$ cat src/include/fp_round_classify_consts.svh
// Offsets, field positions, reset values and format limits of the
// floating front end. Assumes byte addresses on a 32-bit Wishbone bus.
`ifndef FP_ROUND_CLASSIFY_CONSTS_SVH
`define FP_ROUND_CLASSIFY_CONSTS_SVH

// ************************************************
// Register byte offsets
// ************************************************
`define OFS_CTRL 8'h00
`define OFS_INSN 8'h04
`define OFS_STATUS 8'h08
`define OFS_OPND_LO 8'h0C
`define OFS_OPND_HI 8'h10
`define OFS_CLASS 8'h14
`define OFS_RND_CTRL 8'h18
`define OFS_MANT_LO 8'h1C
`define OFS_MANT_HI 8'h20
`define OFS_RES_LO 8'h24
`define OFS_RES_HI 8'h28
`define OFS_RND_STAT 8'h2C

// ************************************************
// Field positions
// ************************************************
`define CTRL_ENABLE_BIT 0
`define CTRL_DYN_LSB 1
`define RND_SIGN_BIT 0
`define RND_EXP_LSB 1
`define RND_GUARD_BIT 14
`define RND_STICKY_BIT 15
`define RND_ZERO_BIT 16

// ************************************************
// Reset values and format limits
// ************************************************
`define CTRL_RESET 32'h0000_0004
`define EMAX_LEG_SINGLE 13'h00FF
`define EMAX_IEEE_SINGLE 13'h00FE
`define EMAX_LEG_DOUBLE 13'h07FF
`define EMAX_IEEE_DOUBLE 13'h07FE
`define EMIN_ALL 13'h0001

`endif

$ cat src/include/fp_round_classify_pkg.sv
// Types shared by the floating front end and its classifier.
// Assumes the constants header is included by the design files.
package fp_round_classify_pkg;

   // ************************************************
   // Formats, qualifiers and modes
   // ************************************************
   typedef enum logic [1:0] {FMT_LSINGLE, FMT_LDOUBLE, FMT_ISINGLE, FMT_IDOUBLE} fmt_t;
   typedef enum logic [1:0] {QUAL_NONE, QUAL_CHOP, QUAL_MINUS, QUAL_DYN} qual_t;
   typedef enum logic [1:0] {CLS_COMMON, CLS_LEGACY, CLS_IEEE, CLS_MEMORY} iclass_t;
   typedef enum logic [2:0] {RND_LNEAR, RND_NEAR, RND_CHOP, RND_MINUS, RND_PLUS} rnd_t;

   typedef struct packed {
      logic [3:0] mm_fault;
      iclass_t iclass;
      logic [1:0] trap_mode;
      qual_t qual;
      fmt_t fmt;
   } insn_t;

   typedef struct packed {
      logic sign;
      logic true_zero;
      logic finite;
      logic dirty_zero;
      logic reserved;
      logic denormal;
      logic infinity;
      logic snan;
      logic qnan;
   } class_t;

endpackage

$ cat src/hdl/fp_classify.sv
// Operand classifier: splits a 64-bit operand by format and names it.
// Assumes single formats sit in the low word, double in the full word.
`timescale 1ns/1ns
`include "fp_round_classify_consts.svh"
module fp_classify (
   input wire logic [63:0] opnd,
   input wire fp_round_classify_pkg::fmt_t fmt,
   output fp_round_classify_pkg::class_t cls
);
   import fp_round_classify_pkg::*;

   // ************************************************
   // Field split
   // ************************************************
   wire dbl = (fmt == FMT_LDOUBLE) || (fmt == FMT_IDOUBLE);
   wire ieee = (fmt == FMT_ISINGLE) || (fmt == FMT_IDOUBLE);
   wire sign = dbl ? opnd[63] : opnd[31];
   wire [10:0] exp_f = dbl ? opnd[62:52] : {3'h0, opnd[30:23]};
   wire [51:0] frac = dbl ? opnd[51:0] : {opnd[22:0], 29'h0};
   wire exp_zero = (exp_f == 11'h000);
   wire exp_ones = dbl ? (exp_f == 11'h7FF) : (exp_f[7:0] == 8'hFF);
   wire frac_zero = (frac == 52'h0);

   // ************************************************
   // Classification
   // ************************************************
   wire l_dirty = !ieee && exp_zero && !sign && !frac_zero;
   wire l_resv = !ieee && exp_zero && sign;
   wire i_inf = ieee && exp_ones && frac_zero;
   wire i_nan = ieee && exp_ones && !frac_zero;
   wire i_den = ieee && exp_zero && !frac_zero;

   assign cls.sign = sign;
   assign cls.true_zero = exp_zero && frac_zero && !sign;
   assign cls.finite = !(l_dirty || l_resv || i_inf || i_nan || i_den);
   assign cls.dirty_zero = l_dirty;
   assign cls.reserved = l_resv;
   assign cls.denormal = i_den;
   assign cls.infinity = i_inf;
   assign cls.snan = i_nan && frac[51];
   assign cls.qnan = i_nan && !frac[51];
endmodule

$ cat src/hdl/fp_round_classify.sv
// Floating front end: permission check, operand classify and rounding.
// Assumes a classic Wishbone master on clk_sys and decode logic that
// writes each instruction word to the INSN register.
//
// Operation
// - Format, rounding, trap mode come from instruction
// - Legacy zero results become the true zero
// - Enable clear: implemented instruction takes disabled fault
// - Unimplemented gives illegal trap, beats disabled fault
// - Either subset present implies common instructions
// - Omitted directed rounding gives illegal trap
// - Loads and stores report memory management faults
// - True zero is all 64 bits clear for double, the low 32 for single
// - Decode sign, exponent and fraction per format
// - NaN leading fraction one signals, zero quiet
// - Legacy dirty zero, reserved operand non-finite
// - IEEE infinity, NaN, denormal are non-finite
// - Exact results pass unchanged in every mode
// - Legacy nearest, ties away, half-LSB limits
// - Legacy chop truncates, one-LSB overflow limit
// - IEEE nearest, ties to even, half-LSB limits
// - Plus infinity takes larger neighbour
// - Minus infinity takes smaller neighbour
// - IEEE chop truncates toward smaller magnitude
// - IEEE rounds first, then tests range
// - Dynamic qualifier uses control register field
// - Plus infinity only via dynamic field 11
`timescale 1ns/1ns
`include "fp_round_classify_consts.svh"
module fp_round_classify #(
   parameter bit HAS_LEGACY = 1'b1,
   parameter bit HAS_IEEE = 1'b1,
   parameter bit HAS_DIRECTED = 1'b1
) (
   input wire logic clk_sys,
   input wire logic rst,
   input wire logic wb_cyc_i,
   input wire logic wb_stb_i,
   input wire logic wb_we_i,
   input wire logic [7:0] wb_adr_i,
   input wire logic [3:0] wb_sel_i,
   input wire logic [31:0] wb_dat_i,
   output logic [31:0] wb_dat_o,
   output logic wb_ack_o,
   output logic fp_disabled_fault,
   output logic illegal_instr_trap,
   output logic [3:0] mm_fault
);
   import fp_round_classify_pkg::*;

   // ************************************************
   // Helpers
   // ************************************************
   function automatic logic [31:0] merge(input logic [31:0] old, input logic [31:0] nw,
                                         input logic [3:0] sel);
      logic [31:0] r;
      r = old;
      for (int i = 0; i < 4; i++) begin
         if (sel[i]) begin
            r[8*i +: 8] = nw[8*i +: 8];
         end
      end
      return r;
   endfunction

   // Increment decision of the rounder
   function automatic logic round_up(input rnd_t m, input logic sign, input logic lsb,
                                     input logic g, input logic s);
      logic r;
      r = 1'b0;
      case (m)
         RND_LNEAR: r = g;
         RND_NEAR: r = g && (s || lsb);
         RND_PLUS: r = (g || s) && !sign;
         RND_MINUS: r = (g || s) && sign;
         default: r = 1'b0;
      endcase
      return r;
   endfunction

   // ************************************************
   // Registers
   // ************************************************
   logic [31:0] ctrl_q, ctrl_d;
   insn_t insn_q, insn_d;
   logic [31:0] opnd_lo_q, opnd_lo_d, opnd_hi_q, opnd_hi_d;
   logic [16:0] rnd_ctrl_q, rnd_ctrl_d;
   logic [31:0] mant_lo_q, mant_lo_d;
   logic [20:0] mant_hi_q, mant_hi_d;
   logic [63:0] res_q, res_d;
   logic [3:0] rstat_q, rstat_d;
   rnd_t mode_q, mode_d;
   logic ok_q, ok_d;
   logic dis_d, ill_d;
   logic [3:0] mmf_d;
   logic ack_d;
   logic [31:0] dat_d;

   // ************************************************
   // Bus decode
   // ************************************************
   wire req = wb_cyc_i && wb_stb_i;
   // Writes land on the ack edge, while the master still holds its data
   wire wr = req && wb_we_i && wb_ack_o;
   wire [7:0] adr = {wb_adr_i[7:2], 2'b00};
   wire hit_ctrl = (adr == `OFS_CTRL);
   wire hit_insn = (adr == `OFS_INSN);
   wire hit_status = (adr == `OFS_STATUS);
   wire hit_olo = (adr == `OFS_OPND_LO);
   wire hit_ohi = (adr == `OFS_OPND_HI);
   wire hit_class = (adr == `OFS_CLASS);
   wire hit_rctl = (adr == `OFS_RND_CTRL);
   wire hit_mlo = (adr == `OFS_MANT_LO);
   wire hit_mhi = (adr == `OFS_MANT_HI);
   wire hit_rlo = (adr == `OFS_RES_LO);
   wire hit_rhi = (adr == `OFS_RES_HI);
   wire hit_rst = (adr == `OFS_RND_STAT);

   // ************************************************
   // Permission check on a written instruction
   // ************************************************
   // Decode is taken straight from the new word, so the check and the
   // latched format and mode always belong to the same instruction
   wire [31:0] insn_w = merge(32'({insn_q}), wb_dat_i, wb_sel_i);
   insn_t ni;
   assign ni = insn_t'(insn_w[11:0]);
   wire n_legfmt = (ni.fmt == FMT_LSINGLE) || (ni.fmt == FMT_LDOUBLE);
   wire fmt_impl = n_legfmt ? HAS_LEGACY : HAS_IEEE;
   wire [1:0] dynamic_round_field = ctrl_q[`CTRL_DYN_LSB +: 2];
   wire [3:0] dyn_class = 4'(1) << dynamic_round_field;
   wire rnd_t_dyn_plus = dyn_class[3];
   rnd_t dyn_mode;
   assign dyn_mode = rnd_t_dyn_plus ? RND_PLUS :
                     dyn_class[2] ? RND_NEAR :
                     dyn_class[1] ? RND_MINUS : RND_CHOP;
   rnd_t new_mode;
   assign new_mode = n_legfmt ? ((ni.qual == QUAL_CHOP) ? RND_CHOP : RND_LNEAR) :
                     (ni.qual == QUAL_NONE) ? RND_NEAR :
                     (ni.qual == QUAL_CHOP) ? RND_CHOP :
                     (ni.qual == QUAL_MINUS) ? RND_MINUS : dyn_mode;
   // Legacy formats know only the none and chop qualifiers
   wire qual_bad = n_legfmt && (ni.qual != QUAL_NONE) && (ni.qual != QUAL_CHOP);
   wire class_impl = (ni.iclass == CLS_LEGACY) ? HAS_LEGACY :
                     (ni.iclass == CLS_IEEE) ? HAS_IEEE :
                     (HAS_LEGACY || HAS_IEEE);
   wire dir_bad = !HAS_DIRECTED && ((new_mode == RND_PLUS) || (new_mode == RND_MINUS));
   wire n_illegal = !class_impl || !fmt_impl || qual_bad || dir_bad;
   wire n_disabled = !n_illegal && !ctrl_q[`CTRL_ENABLE_BIT];
   wire n_mem = (ni.iclass == CLS_MEMORY);

   // ************************************************
   // Classifier
   // ************************************************
   class_t cls;
   fp_classify u_classify (
      .opnd({opnd_hi_q, opnd_lo_q}),
      .fmt(insn_q.fmt),
      .cls(cls)
   );

   // ************************************************
   // Rounder
   // ************************************************
   // Caller supplies a normalised significand with its leading bit,
   // right aligned: 24 bits for single, 53 for double
   wire dbl = (insn_q.fmt == FMT_LDOUBLE) || (insn_q.fmt == FMT_IDOUBLE);
   wire legacy = (insn_q.fmt == FMT_LSINGLE) || (insn_q.fmt == FMT_LDOUBLE);
   wire [16:0] rc_w = 17'(merge(32'(rnd_ctrl_q), wb_dat_i, wb_sel_i));
   wire [52:0] mant = {mant_hi_q, mant_lo_q};
   wire r_sign = rc_w[`RND_SIGN_BIT];
   wire signed [12:0] r_exp = rc_w[`RND_EXP_LSB +: 13];
   wire r_g = rc_w[`RND_GUARD_BIT];
   wire r_s = rc_w[`RND_STICKY_BIT];
   wire r_zero = rc_w[`RND_ZERO_BIT];
   // No guard and no sticky means the value is exact: no increment
   wire inc = (r_g || r_s) && round_up(mode_q, r_sign, mant[0], r_g, r_s);
   wire [53:0] sum = {1'b0, mant} + {53'h0, inc};
   wire carry = dbl ? sum[53] : sum[24];
   wire [51:0] frac_r = carry ? sum[52:1] : sum[51:0];
   wire signed [12:0] exp_r = r_exp + {12'h000, carry};
   wire [12:0] emax = dbl ? (legacy ? `EMAX_LEG_DOUBLE : `EMAX_IEEE_DOUBLE) :
                            (legacy ? `EMAX_LEG_SINGLE : `EMAX_IEEE_SINGLE);
   // Range tested on the rounded exponent, never the raw one
   wire ovf = !r_zero && (exp_r > $signed(emax));
   wire unf = !r_zero && (exp_r < $signed(`EMIN_ALL));
   wire [63:0] packed_r = dbl ? {r_sign, exp_r[10:0], frac_r} :
                                {32'h0, r_sign, exp_r[7:0], frac_r[22:0]};
   // Zero and underflow both give the true zero, even where -0 was due
   wire [63:0] res_n = (r_zero || unf || ovf) ? 64'h0 : packed_r;
   wire inexact = !r_zero && (r_g || r_s);

   // ************************************************
   // Next state
   // ************************************************
   always_comb begin
      ctrl_d = ctrl_q;
      insn_d = insn_q;
      opnd_lo_d = opnd_lo_q;
      opnd_hi_d = opnd_hi_q;
      rnd_ctrl_d = rnd_ctrl_q;
      mant_lo_d = mant_lo_q;
      mant_hi_d = mant_hi_q;
      res_d = res_q;
      rstat_d = rstat_q;
      mode_d = mode_q;
      ok_d = ok_q;
      dis_d = fp_disabled_fault;
      ill_d = illegal_instr_trap;
      mmf_d = mm_fault;
      if (wr && hit_ctrl) begin
         ctrl_d = merge(ctrl_q, wb_dat_i, wb_sel_i) & 32'h0000_0007;
      end else if (wr && hit_insn) begin
         insn_d = ni;
         mode_d = new_mode;
         ill_d = n_illegal;
         dis_d = n_disabled;
         ok_d = !n_illegal && !n_disabled;
         mmf_d = (n_mem && !n_illegal && !n_disabled) ? ni.mm_fault : 4'h0;
      end else if (wr && hit_olo) begin
         opnd_lo_d = merge(opnd_lo_q, wb_dat_i, wb_sel_i);
      end else if (wr && hit_ohi) begin
         opnd_hi_d = merge(opnd_hi_q, wb_dat_i, wb_sel_i);
      end else if (wr && hit_mlo) begin
         mant_lo_d = merge(mant_lo_q, wb_dat_i, wb_sel_i);
      end else if (wr && hit_mhi) begin
         mant_hi_d = 21'(merge(32'(mant_hi_q), wb_dat_i, wb_sel_i));
      end else if (wr && hit_rctl) begin
         // Rounding runs only for an accepted instruction
         rnd_ctrl_d = rc_w;
         if (ok_q) begin
            res_d = res_n;
            rstat_d = {1'b1, inexact, unf, ovf};
         end else begin
            res_d = 64'h0;
            rstat_d = 4'h0;
         end
      end
   end

   // ************************************************
   // Read data and acknowledge
   // ************************************************
   wire [31:0] status_w = {14'h0, 3'(mode_q), ok_q, mm_fault, insn_q.iclass,
                           insn_q.trap_mode, insn_q.qual, insn_q.fmt,
                           illegal_instr_trap, fp_disabled_fault};
   // Ack drops after one cycle even with strobe held high
   assign ack_d = req && !wb_ack_o;
   assign dat_d = !ack_d ? 32'h0 :
                  hit_ctrl ? ctrl_q :
                  hit_insn ? {20'h0, insn_q} :
                  hit_status ? status_w :
                  hit_olo ? opnd_lo_q :
                  hit_ohi ? opnd_hi_q :
                  hit_class ? {23'h0, cls} :
                  hit_rctl ? {15'h0, rnd_ctrl_q} :
                  hit_mlo ? mant_lo_q :
                  hit_mhi ? {11'h0, mant_hi_q} :
                  hit_rlo ? res_q[31:0] :
                  hit_rhi ? res_q[63:32] :
                  hit_rst ? {28'h0, rstat_q} : 32'h0;

   // ************************************************
   // Bus flip-flops
   // ************************************************
   // Ack and read data leave together and stand one cycle
   always_ff @(posedge clk_sys) begin
      if (rst) begin
         wb_ack_o <= 1'b0;
         wb_dat_o <= 32'h0;
      end else begin
         wb_ack_o <= ack_d;
         wb_dat_o <= dat_d;
      end
   end

   // ************************************************
   // State flip-flops
   // ************************************************
   always_ff @(posedge clk_sys) begin
      if (rst) begin
         ctrl_q <= `CTRL_RESET;
      end else begin
         ctrl_q <= ctrl_d;
      end
   end

   // Latched instruction and the mode decoded with it
   always_ff @(posedge clk_sys) begin
      if (rst) begin
         insn_q <= insn_t'(12'h000);
         mode_q <= RND_LNEAR;
         ok_q <= 1'b0;
      end else begin
         insn_q <= insn_d;
         mode_q <= mode_d;
         ok_q <= ok_d;
      end
   end

   // Fault outputs hold until the next instruction word
   always_ff @(posedge clk_sys) begin
      if (rst) begin
         fp_disabled_fault <= 1'b0;
         illegal_instr_trap <= 1'b0;
         mm_fault <= 4'h0;
      end else begin
         fp_disabled_fault <= dis_d;
         illegal_instr_trap <= ill_d;
         mm_fault <= mmf_d;
      end
   end

   always_ff @(posedge clk_sys) begin
      if (rst) begin
         opnd_lo_q <= 32'h0;
         opnd_hi_q <= 32'h0;
      end else begin
         opnd_lo_q <= opnd_lo_d;
         opnd_hi_q <= opnd_hi_d;
      end
   end

   always_ff @(posedge clk_sys) begin
      if (rst) begin
         rnd_ctrl_q <= 17'h0;
         mant_lo_q <= 32'h0;
         mant_hi_q <= 21'h0;
      end else begin
         rnd_ctrl_q <= rnd_ctrl_d;
         mant_lo_q <= mant_lo_d;
         mant_hi_q <= mant_hi_d;
      end
   end

   // Results change only on a rounding request
   always_ff @(posedge clk_sys) begin
      if (rst) begin
         res_q <= 64'h0;
         rstat_q <= 4'h0;
      end else begin
         res_q <= res_d;
         rstat_q <= rstat_d;
      end
   end
endmodule

$ cat config.mk
export PLATFORM = sky130hd
export DESIGN_NAME = fp_round_classify
export DESIGN_NICKNAME = d
export VERILOG_FILES = /design/src/include/fp_round_classify_pkg.sv /design/src/hdl/fp_classify.sv /design/src/hdl/fp_round_classify.sv
export VERILOG_INCLUDE_DIRS = /design/src /design/src/include
export SDC_FILE = /design/constraint.sdc
export NUM_CORES = 1
export LEC_CHECK = 0
export BUFFER_PORTS_ARGS = -buffer_cell sky130_fd_sc_hd__buf_2
export CAP_MARGIN = 5
export CORE_AREA = 2 2 178 180
export CTS_BUF_LIST = sky130_fd_sc_hd__clkbuf_8
export CTS_CLUSTER_DIAMETER = 150
export DETAILED_ROUTE_END_ITERATION = 8
export DIE_AREA = 0 0 180 182
export PLACE_DENSITY_LB_ADDON = 0.08
export RECOVER_POWER = 50
export SETUP_SLACK_MARGIN = 0.15
export SYNTH_ARGS = -nofsm -noshare
export SYNTH_HDL_FRONTEND = slang
export SYNTH_HIERARCHICAL = 1
export SYNTH_SLANG_ARGS = --single-unit
export TNS_END_PERCENT = 30
$ cat constraint.sdc
create_clock -name clk_sys -period 15 [get_ports clk_sys]
set_input_delay 0.75 -clock clk_sys [delete_from_list [all_inputs] [get_ports clk_sys]]
set_output_delay 0.75 -clock clk_sys [all_outputs]
set_load 0.01 [all_outputs]
[Yosys cells after proc, flatten, opt, wreduce, memory -nomap -nowiden]
Cells that the tools add are included.
Word-level totals
  register bits after elaboration: 260
  output and inout bits: 39
Cells by class
  $add $sub $neg: 2
  magnitude comparators: 2
  equality and inequality tests: 24
  shifts and indexed selects: 1
  multiplexer cells: 40
  bitwise gates (word level): 7
  reductions and logical operators: 91
Operator list (number)
  two-way mux 32 bit: 8
  two-way mux 64 bit: 3
  two-way mux 52 bit: 2
  adder 53 x 1 -> 54 bit: 1
  zero test 52 bit: 1
  logical AND 1 bit: 37
  AND reduction 7 bit: 4
  == test 6 x 3 -> 1 bit (second input constant): 4
  == test 6 x 4 -> 1 bit (second input constant): 4
  two-way mux 8 bit: 3
  AND reduction 6 bit: 4
  two-way mux 11 bit: 2
  AND reduction 5 bit: 4
  two-way mux 18 bit: 1
  two-way mux 3 bit: 6
  two-way mux 4 bit: 4
  AND reduction 4 bit: 4
  adder 13 x 1 -> 13 bit: 1
  greater-than comparator 13 x 12 -> 1 bit: 1
  < comparator 13 x 2 -> 1 bit (second input constant): 1
  == test 6 x 2 -> 1 bit (second input constant): 2
  logical OR 1 bit: 12
  two-way mux 12 bit: 1
  == test 11 bit (second input constant): 1
  other kinds (25): 56

[Logic depth before layout (Yosys ltp)]
  depth in word-level cells: 18
  depth in mapped cells: 33
  mapped depth without buffers: 25

[Modules after synthesis]
The synthesis kept the hierarchy.
Modules (own cells, without submodules)
  fp_round_classify: times used 1, cells an instance 1699, area an instance 13314.0 um2, sequential area each 5205.0 um2
  fp_classify: times used 1, cells an instance 66, area an instance 444.2 um2, sequential area each 0.0 um2

[Worst setup path before layout]
OpenSTA, ideal clock, no wires.
  path type: input to register
  from: in wb_sel_i[1]
  to: reg res_q[57]
  arrival time: 7.205 ns
  slack: 7.677 ns
  stages on the path: 32
  path buffers: 7
  path through: clkbuf_1 -> buf_1 -> mux2i_1 -> a311oi_1 -> o21ai_0 -> a21boi_0 -> ha_1 -> ha_1 -> nand3_1 -> or2_2 -> clkbuf_1 -> nor4_1 -> xnor2_1 -> o21a_1 -> buf_2 -> inv_2 -> buf_4 -> buf_2 -> ha_1 -> inv_1 -> a2111oi_0 -> nand3_1 -> xor2_1 -> mux2i_1 -> ha_1 -> nor2_1 -> nand4_1 -> or3_1 -> a211o_1 -> and3_1 -> buf_2 -> a32o_1
Between the ends
  cells in the longest elaborated chain, start to end: 14
  elaborated cells on any way between the ends: 20
Ends and longest elaborated chain
  start: declaration: RTL line fp_round_classify.sv:41  | input wire logic [3:0] wb_sel_i,
  two-way mux 8 bit (*): RTL line fp_round_classify.sv:59  | if (sel[i]) begin
  logical OR 1 bit (on tied branches)
  logical AND 1 bit (on tied branches): RTL line fp_round_classify.sv:75, fp_round_classify.sv:73, fp_round_classify.sv:74
  case mux 1 bit (4 select lines): RTL line fp_round_classify.sv:71  | case (m)
  logical AND 1 bit: RTL line fp_round_classify.sv:176  | wire inc = (r_g || r_s) && round_up(mode_q, r_sign, mant[0], r_g, r_s);
  adder 53 x 1 -> 54 bit: RTL line fp_round_classify.sv:177  | wire [53:0] sum = {1'b0, mant} + {53'h0, inc};
  two-way mux 1 bit: RTL line fp_round_classify.sv:178  | wire carry = dbl ? sum[53] : sum[24];
  adder 13 x 1 -> 13 bit (*): RTL line fp_round_classify.sv:180  | wire signed [12:0] exp_r = r_exp + {12'h000, carry};
  < comparator 13 x 2 -> 1 bit: RTL line fp_round_classify.sv:185  | wire unf = !r_zero && (exp_r < $signed(`EMIN_ALL));
  logical AND 1 bit: RTL line fp_round_classify.sv:185
  logical OR 1 bit (2 in a row): RTL line fp_round_classify.sv:189  | wire [63:0] res_n = (r_zero || unf || ovf) ? 64'h0 : packed_r;
  two-way mux 64 bit (*): RTL line fp_round_classify.sv:189
  two-way mux 64 bit (*): RTL line fp_round_classify.sv:230  | if (ok_q) begin
  end signal: assignment: RTL line fp_round_classify.sv:341  | res_q <= res_d;
  end: declaration: RTL line fp_round_classify.sv:90  | logic [63:0] res_q, res_d;
Every way passes the cells marked *; elsewhere a longest branch is shown, timed or not.
A chain may end at the register's enable or synchronous reset.

[Final worst setup path]
  from: in wb_sel_i[0]
  to: reg res_q[58]
Between the ends
  cells in the longest elaborated chain, start to end: 14
  elaborated cells on any way between the ends: 18
Ends and longest elaborated chain
  two-way mux 8 bit (*): RTL line fp_round_classify.sv:59
  zero test 1 bit: RTL line fp_round_classify.sv:74  | RND_PLUS: r = (g || s) && !sign;
  logical AND 1 bit: RTL line fp_round_classify.sv:74
  case mux 1 bit (4 select lines): RTL line fp_round_classify.sv:71
  logical AND 1 bit: RTL line fp_round_classify.sv:176
  adder 53 x 1 -> 54 bit: RTL line fp_round_classify.sv:177
  two-way mux 1 bit: RTL line fp_round_classify.sv:178
  adder 13 x 1 -> 13 bit (*): RTL line fp_round_classify.sv:180
  < comparator 13 x 2 -> 1 bit: RTL line fp_round_classify.sv:185
  logical AND 1 bit: RTL line fp_round_classify.sv:185
  logical OR 1 bit (2 in a row): RTL line fp_round_classify.sv:189
  two-way mux 64 bit (*): RTL line fp_round_classify.sv:189
  two-way mux 64 bit (*): RTL line fp_round_classify.sv:230
Marks and branches as above.

==> impl_metrics.py <==
metrics = {
    "outcome": {
        "outcome": "finished, violations left",
        "violations": "max-capacitance violations, max-slew violations",
    },
    "critical_path": {
        "worstPathMaxFanout": 51,
        "cp.required_ps": 15470,
        "end_kind": "flip-flop",
        "setup.worst_path.start_class": "primary input",
        "critPathKind": "in2reg",
        "ff2ff_path_depth": 22,
        "arrival_ps": 8900,
    },
    "clocking": {
        "cts_num_sinks": 260,
        "cts-root-buf": "clkbuf_8",
        "cts_tree": "built",
        "postCtsSetupRepairBufs": 0,
        "clockBufferDepth": 3,
        "clk_pin_slew_ps": 70,
        "holdBufCountCts": 0,
        "worstSkewPairLatency_ps": 580,
        "h-tree-depth": 2,
        "ctsResizeCount": 0,
        "numCtsBuffers": 47,
    },
    "drt": {
        "drt_wl_total_mm": 54.1,
        "drc": 0,
        "wl_per_cell_um": 24.4,
        "via_count": 14000,
        "drt-initial-drc-count": 1753,
        "ant_nets": 0,
        "viasPerCell": 6.29,
        "dr.pass1.iters": 6,
    },
    "floorplan": {
        "die_area_mm2": 0.0328,
        "row_count": 65,
        "core_area_mm2": 0.0310,
        "fp.dieW_um": 180,
        "initial_core_util_pct": 44.4,
        "ios": 88,
        "fp.dieH_um": 182,
    },
    "grt": {
        "grt_overflow": 0,
        "grt_pass1_vias": 12800,
        "grt.total_usage_pct": 32.0,
        "grt_pass1_wl_mm": 80.7,
        "antenna_found_initial": 1,
        "grt_max_degree": 83,
    },
    "final_layout": {
        "num-fill-cells": 3171,
        "area_growth_pct": 10.7,
        "drive_gt1_share_pct": 9.42,
        "final_common_cell": "nand2_1",
        "layout_common_cells": "nand2_1, dfxtp_1, a21oi_1, nand3_1, nor2_1",
        "nets": 1846,
    },
    "sta": {
        "max_freq_ghz": 0.119,
        "tns_ps": 0,
        "final.setup_skew_ps": 33.6,
        "finalHoldViolCount": 0,
        "slew_viol_final": 290,
        "setup-violations-final": 0,
        "slew_headroom_pct": -171,
        "tightestPinTransition_ps": 4070,
        "finalCritPeriodShare_pct": 56.2,
        "layout_min_cycle_time_ps": 8430,
        "rsz0062_at_grt": "no",
    },
    "power": {
        "ir_drop_mv": 0.0556,
        "power.total_uw": 1460,
        "p_per_area_mw_per_mm2": 96.1,
        "leakagePower_uw": 0.00535,
    },
    "place": {
        "hpwl_mm": 38.5,
        "port-buffer-count": 85,
        "gp_congestion": 0.964,
    },
    "yosys": {
        "ys_warn_count": 6,
        "synth_area_mm2": 0.0138,
        "ys_seq_area_share_pct": 37.8,
        "synth_nets": 1827,
        "ys_seq_elements": 260,
        "ys.flop_type": "dfxtp_1",
        "async_reset_ff_share_pct": 0,
        "synthCells": 1765,
        "synth-edff-count": 0,
        "yosysUniqueCellTypes": 75,
        "syn_area_per_cell_um2": 7.80,
    },
    "hold_path": {
        "min_path_cells": 3,
        "hold_class": "in2reg",
    },
    "run": {
        "maxCapViolCount": 6,
    },
}
per-layer routing:
| metal | vias up | global-route usage [%] | share of wire, % |
|---|---|---|---|
| li1 | 6478 | - | - |
| met1 | 6655 | 44.9 | 43 |
| met2 | 710 | 49.9 | 45 |
| met3 | 115 | 4.23 | 8.3 |
| met4 | 2 | 12.6 | 3.9 |
| met5 | - | 0 | 0.015 |
where the power goes:
part	leakage (uW)	total [uW]	internal (uW)	switching (uW)
Sequential	0.00209	691	691	0.228
Clock	0.000544	698	391	307
Combinational	0.00272	75.1	18.2	56.9
Total	0.00535	1460	1100	364
cells in the mapped netlist, drive strengths merged (25+ instances only):
cell type / instances / area [um2]
xor2: 25 / 219
dfxtp: 260 / 5200
buf: 42 / 210
clkbuf: 100 / 378
xnor2: 25 / 219
a22oi: 30 / 225
o21ai: 74 / 370
nor3: 28 / 140
nand2: 290 / 1090
a21oi: 172 / 861
nor2: 134 / 503
nand3: 152 / 761
mux2i: 58 / 584
cells by family (layout without fill, tap and decap cells):
kind of cell	Yosys count	count (layout)	synth area share (%)
adders and majority gates	13	13	1.18
AOI/OAI and AO/OA	462	462	21.9
DFF	260	260	37.8
xor gates and xnor gates	50	50	3.18
and+or+nand+nor	742	742	25.2
other	0	1	0
muxes	76	76	5.88
buffers and inverters	162	212	4.82
registers in the layout, summed over array words and instances (netlist names), 4 cells and up, named ones only:
name        flops
res_q          64
mant_lo_q      32
opnd_hi_q      32
opnd_lo_q      32
wb_dat_o       32
mant_hi_q      21
rnd_ctrl_q     17
insn_q         11
mm_fault        4
rstat_q         4
path summary, 6_finish.rpt:
path,startpoint,to,slack [ps]
worst max-delay path,wb_sel_i[0],res_q[58]$_SDFFE_PP0P_,6570
worst min-delay path,wb_dat_i[31],opnd_lo_q[31]$_SDFFE_PP0P_,450
worst max register to register,rnd_ctrl_q[14]$_SDFFE_PP0P_,res_q[58]$_SDFFE_PP0P_,7140
worst min register to register,res_q[52]$_SDFFE_PP0P_,res_q[52]$_SDFFE_PP0P_,450
through the flow:
step                instances  util [%]  cell area [um2]  setup WS (ps)  hold WS [ps]
floorplan                1765         -            13800           7680           420
global placement         2137      46.3            14400           6390           430
detailed placement       2137      46.3            14400           6240           441
CTS                      2217      49.4            15300           6810           422
global route             2217      49.2            15200           5960           445
finish                   2218      49.2            15200           6570           447
worst max-delay path: stages:
cell and delay (ps):
buf_2 620, mux2i_1 530, nand3_1 110, a21boi_0 280, ha_1 260, and4_1 280, nand2_1 190, nor3_1 760
nand4_1 420, o21a_1 250, inv_2 90, buf_4 510, ha_1 380, nand4_1 150, a22oi_1 620, and4b_1 350
a21oi_1 80, ha_1 220, a2111oi_0 440, a211o_1 250, nand4_1 840, o21ai_0 480
cell type report:
class | count | area, um2 | area share, %
inverters | 20 | 75.1 | 0.493
clock inverters | 20 | 141 | 0.928
flip-flops and latches | 260 | 5200 | 34.2
well taps | 402 | 503 | 3.30
repair buffers | 112 | 553 | 3.63
multi-input cells | 1343 | 7930 | 52.0
diodes | 1 | 2.50 | 0.0164
clock buffers | 60 | 826 | 5.42
Note: power is estimated with default switching activity, not from simulation.
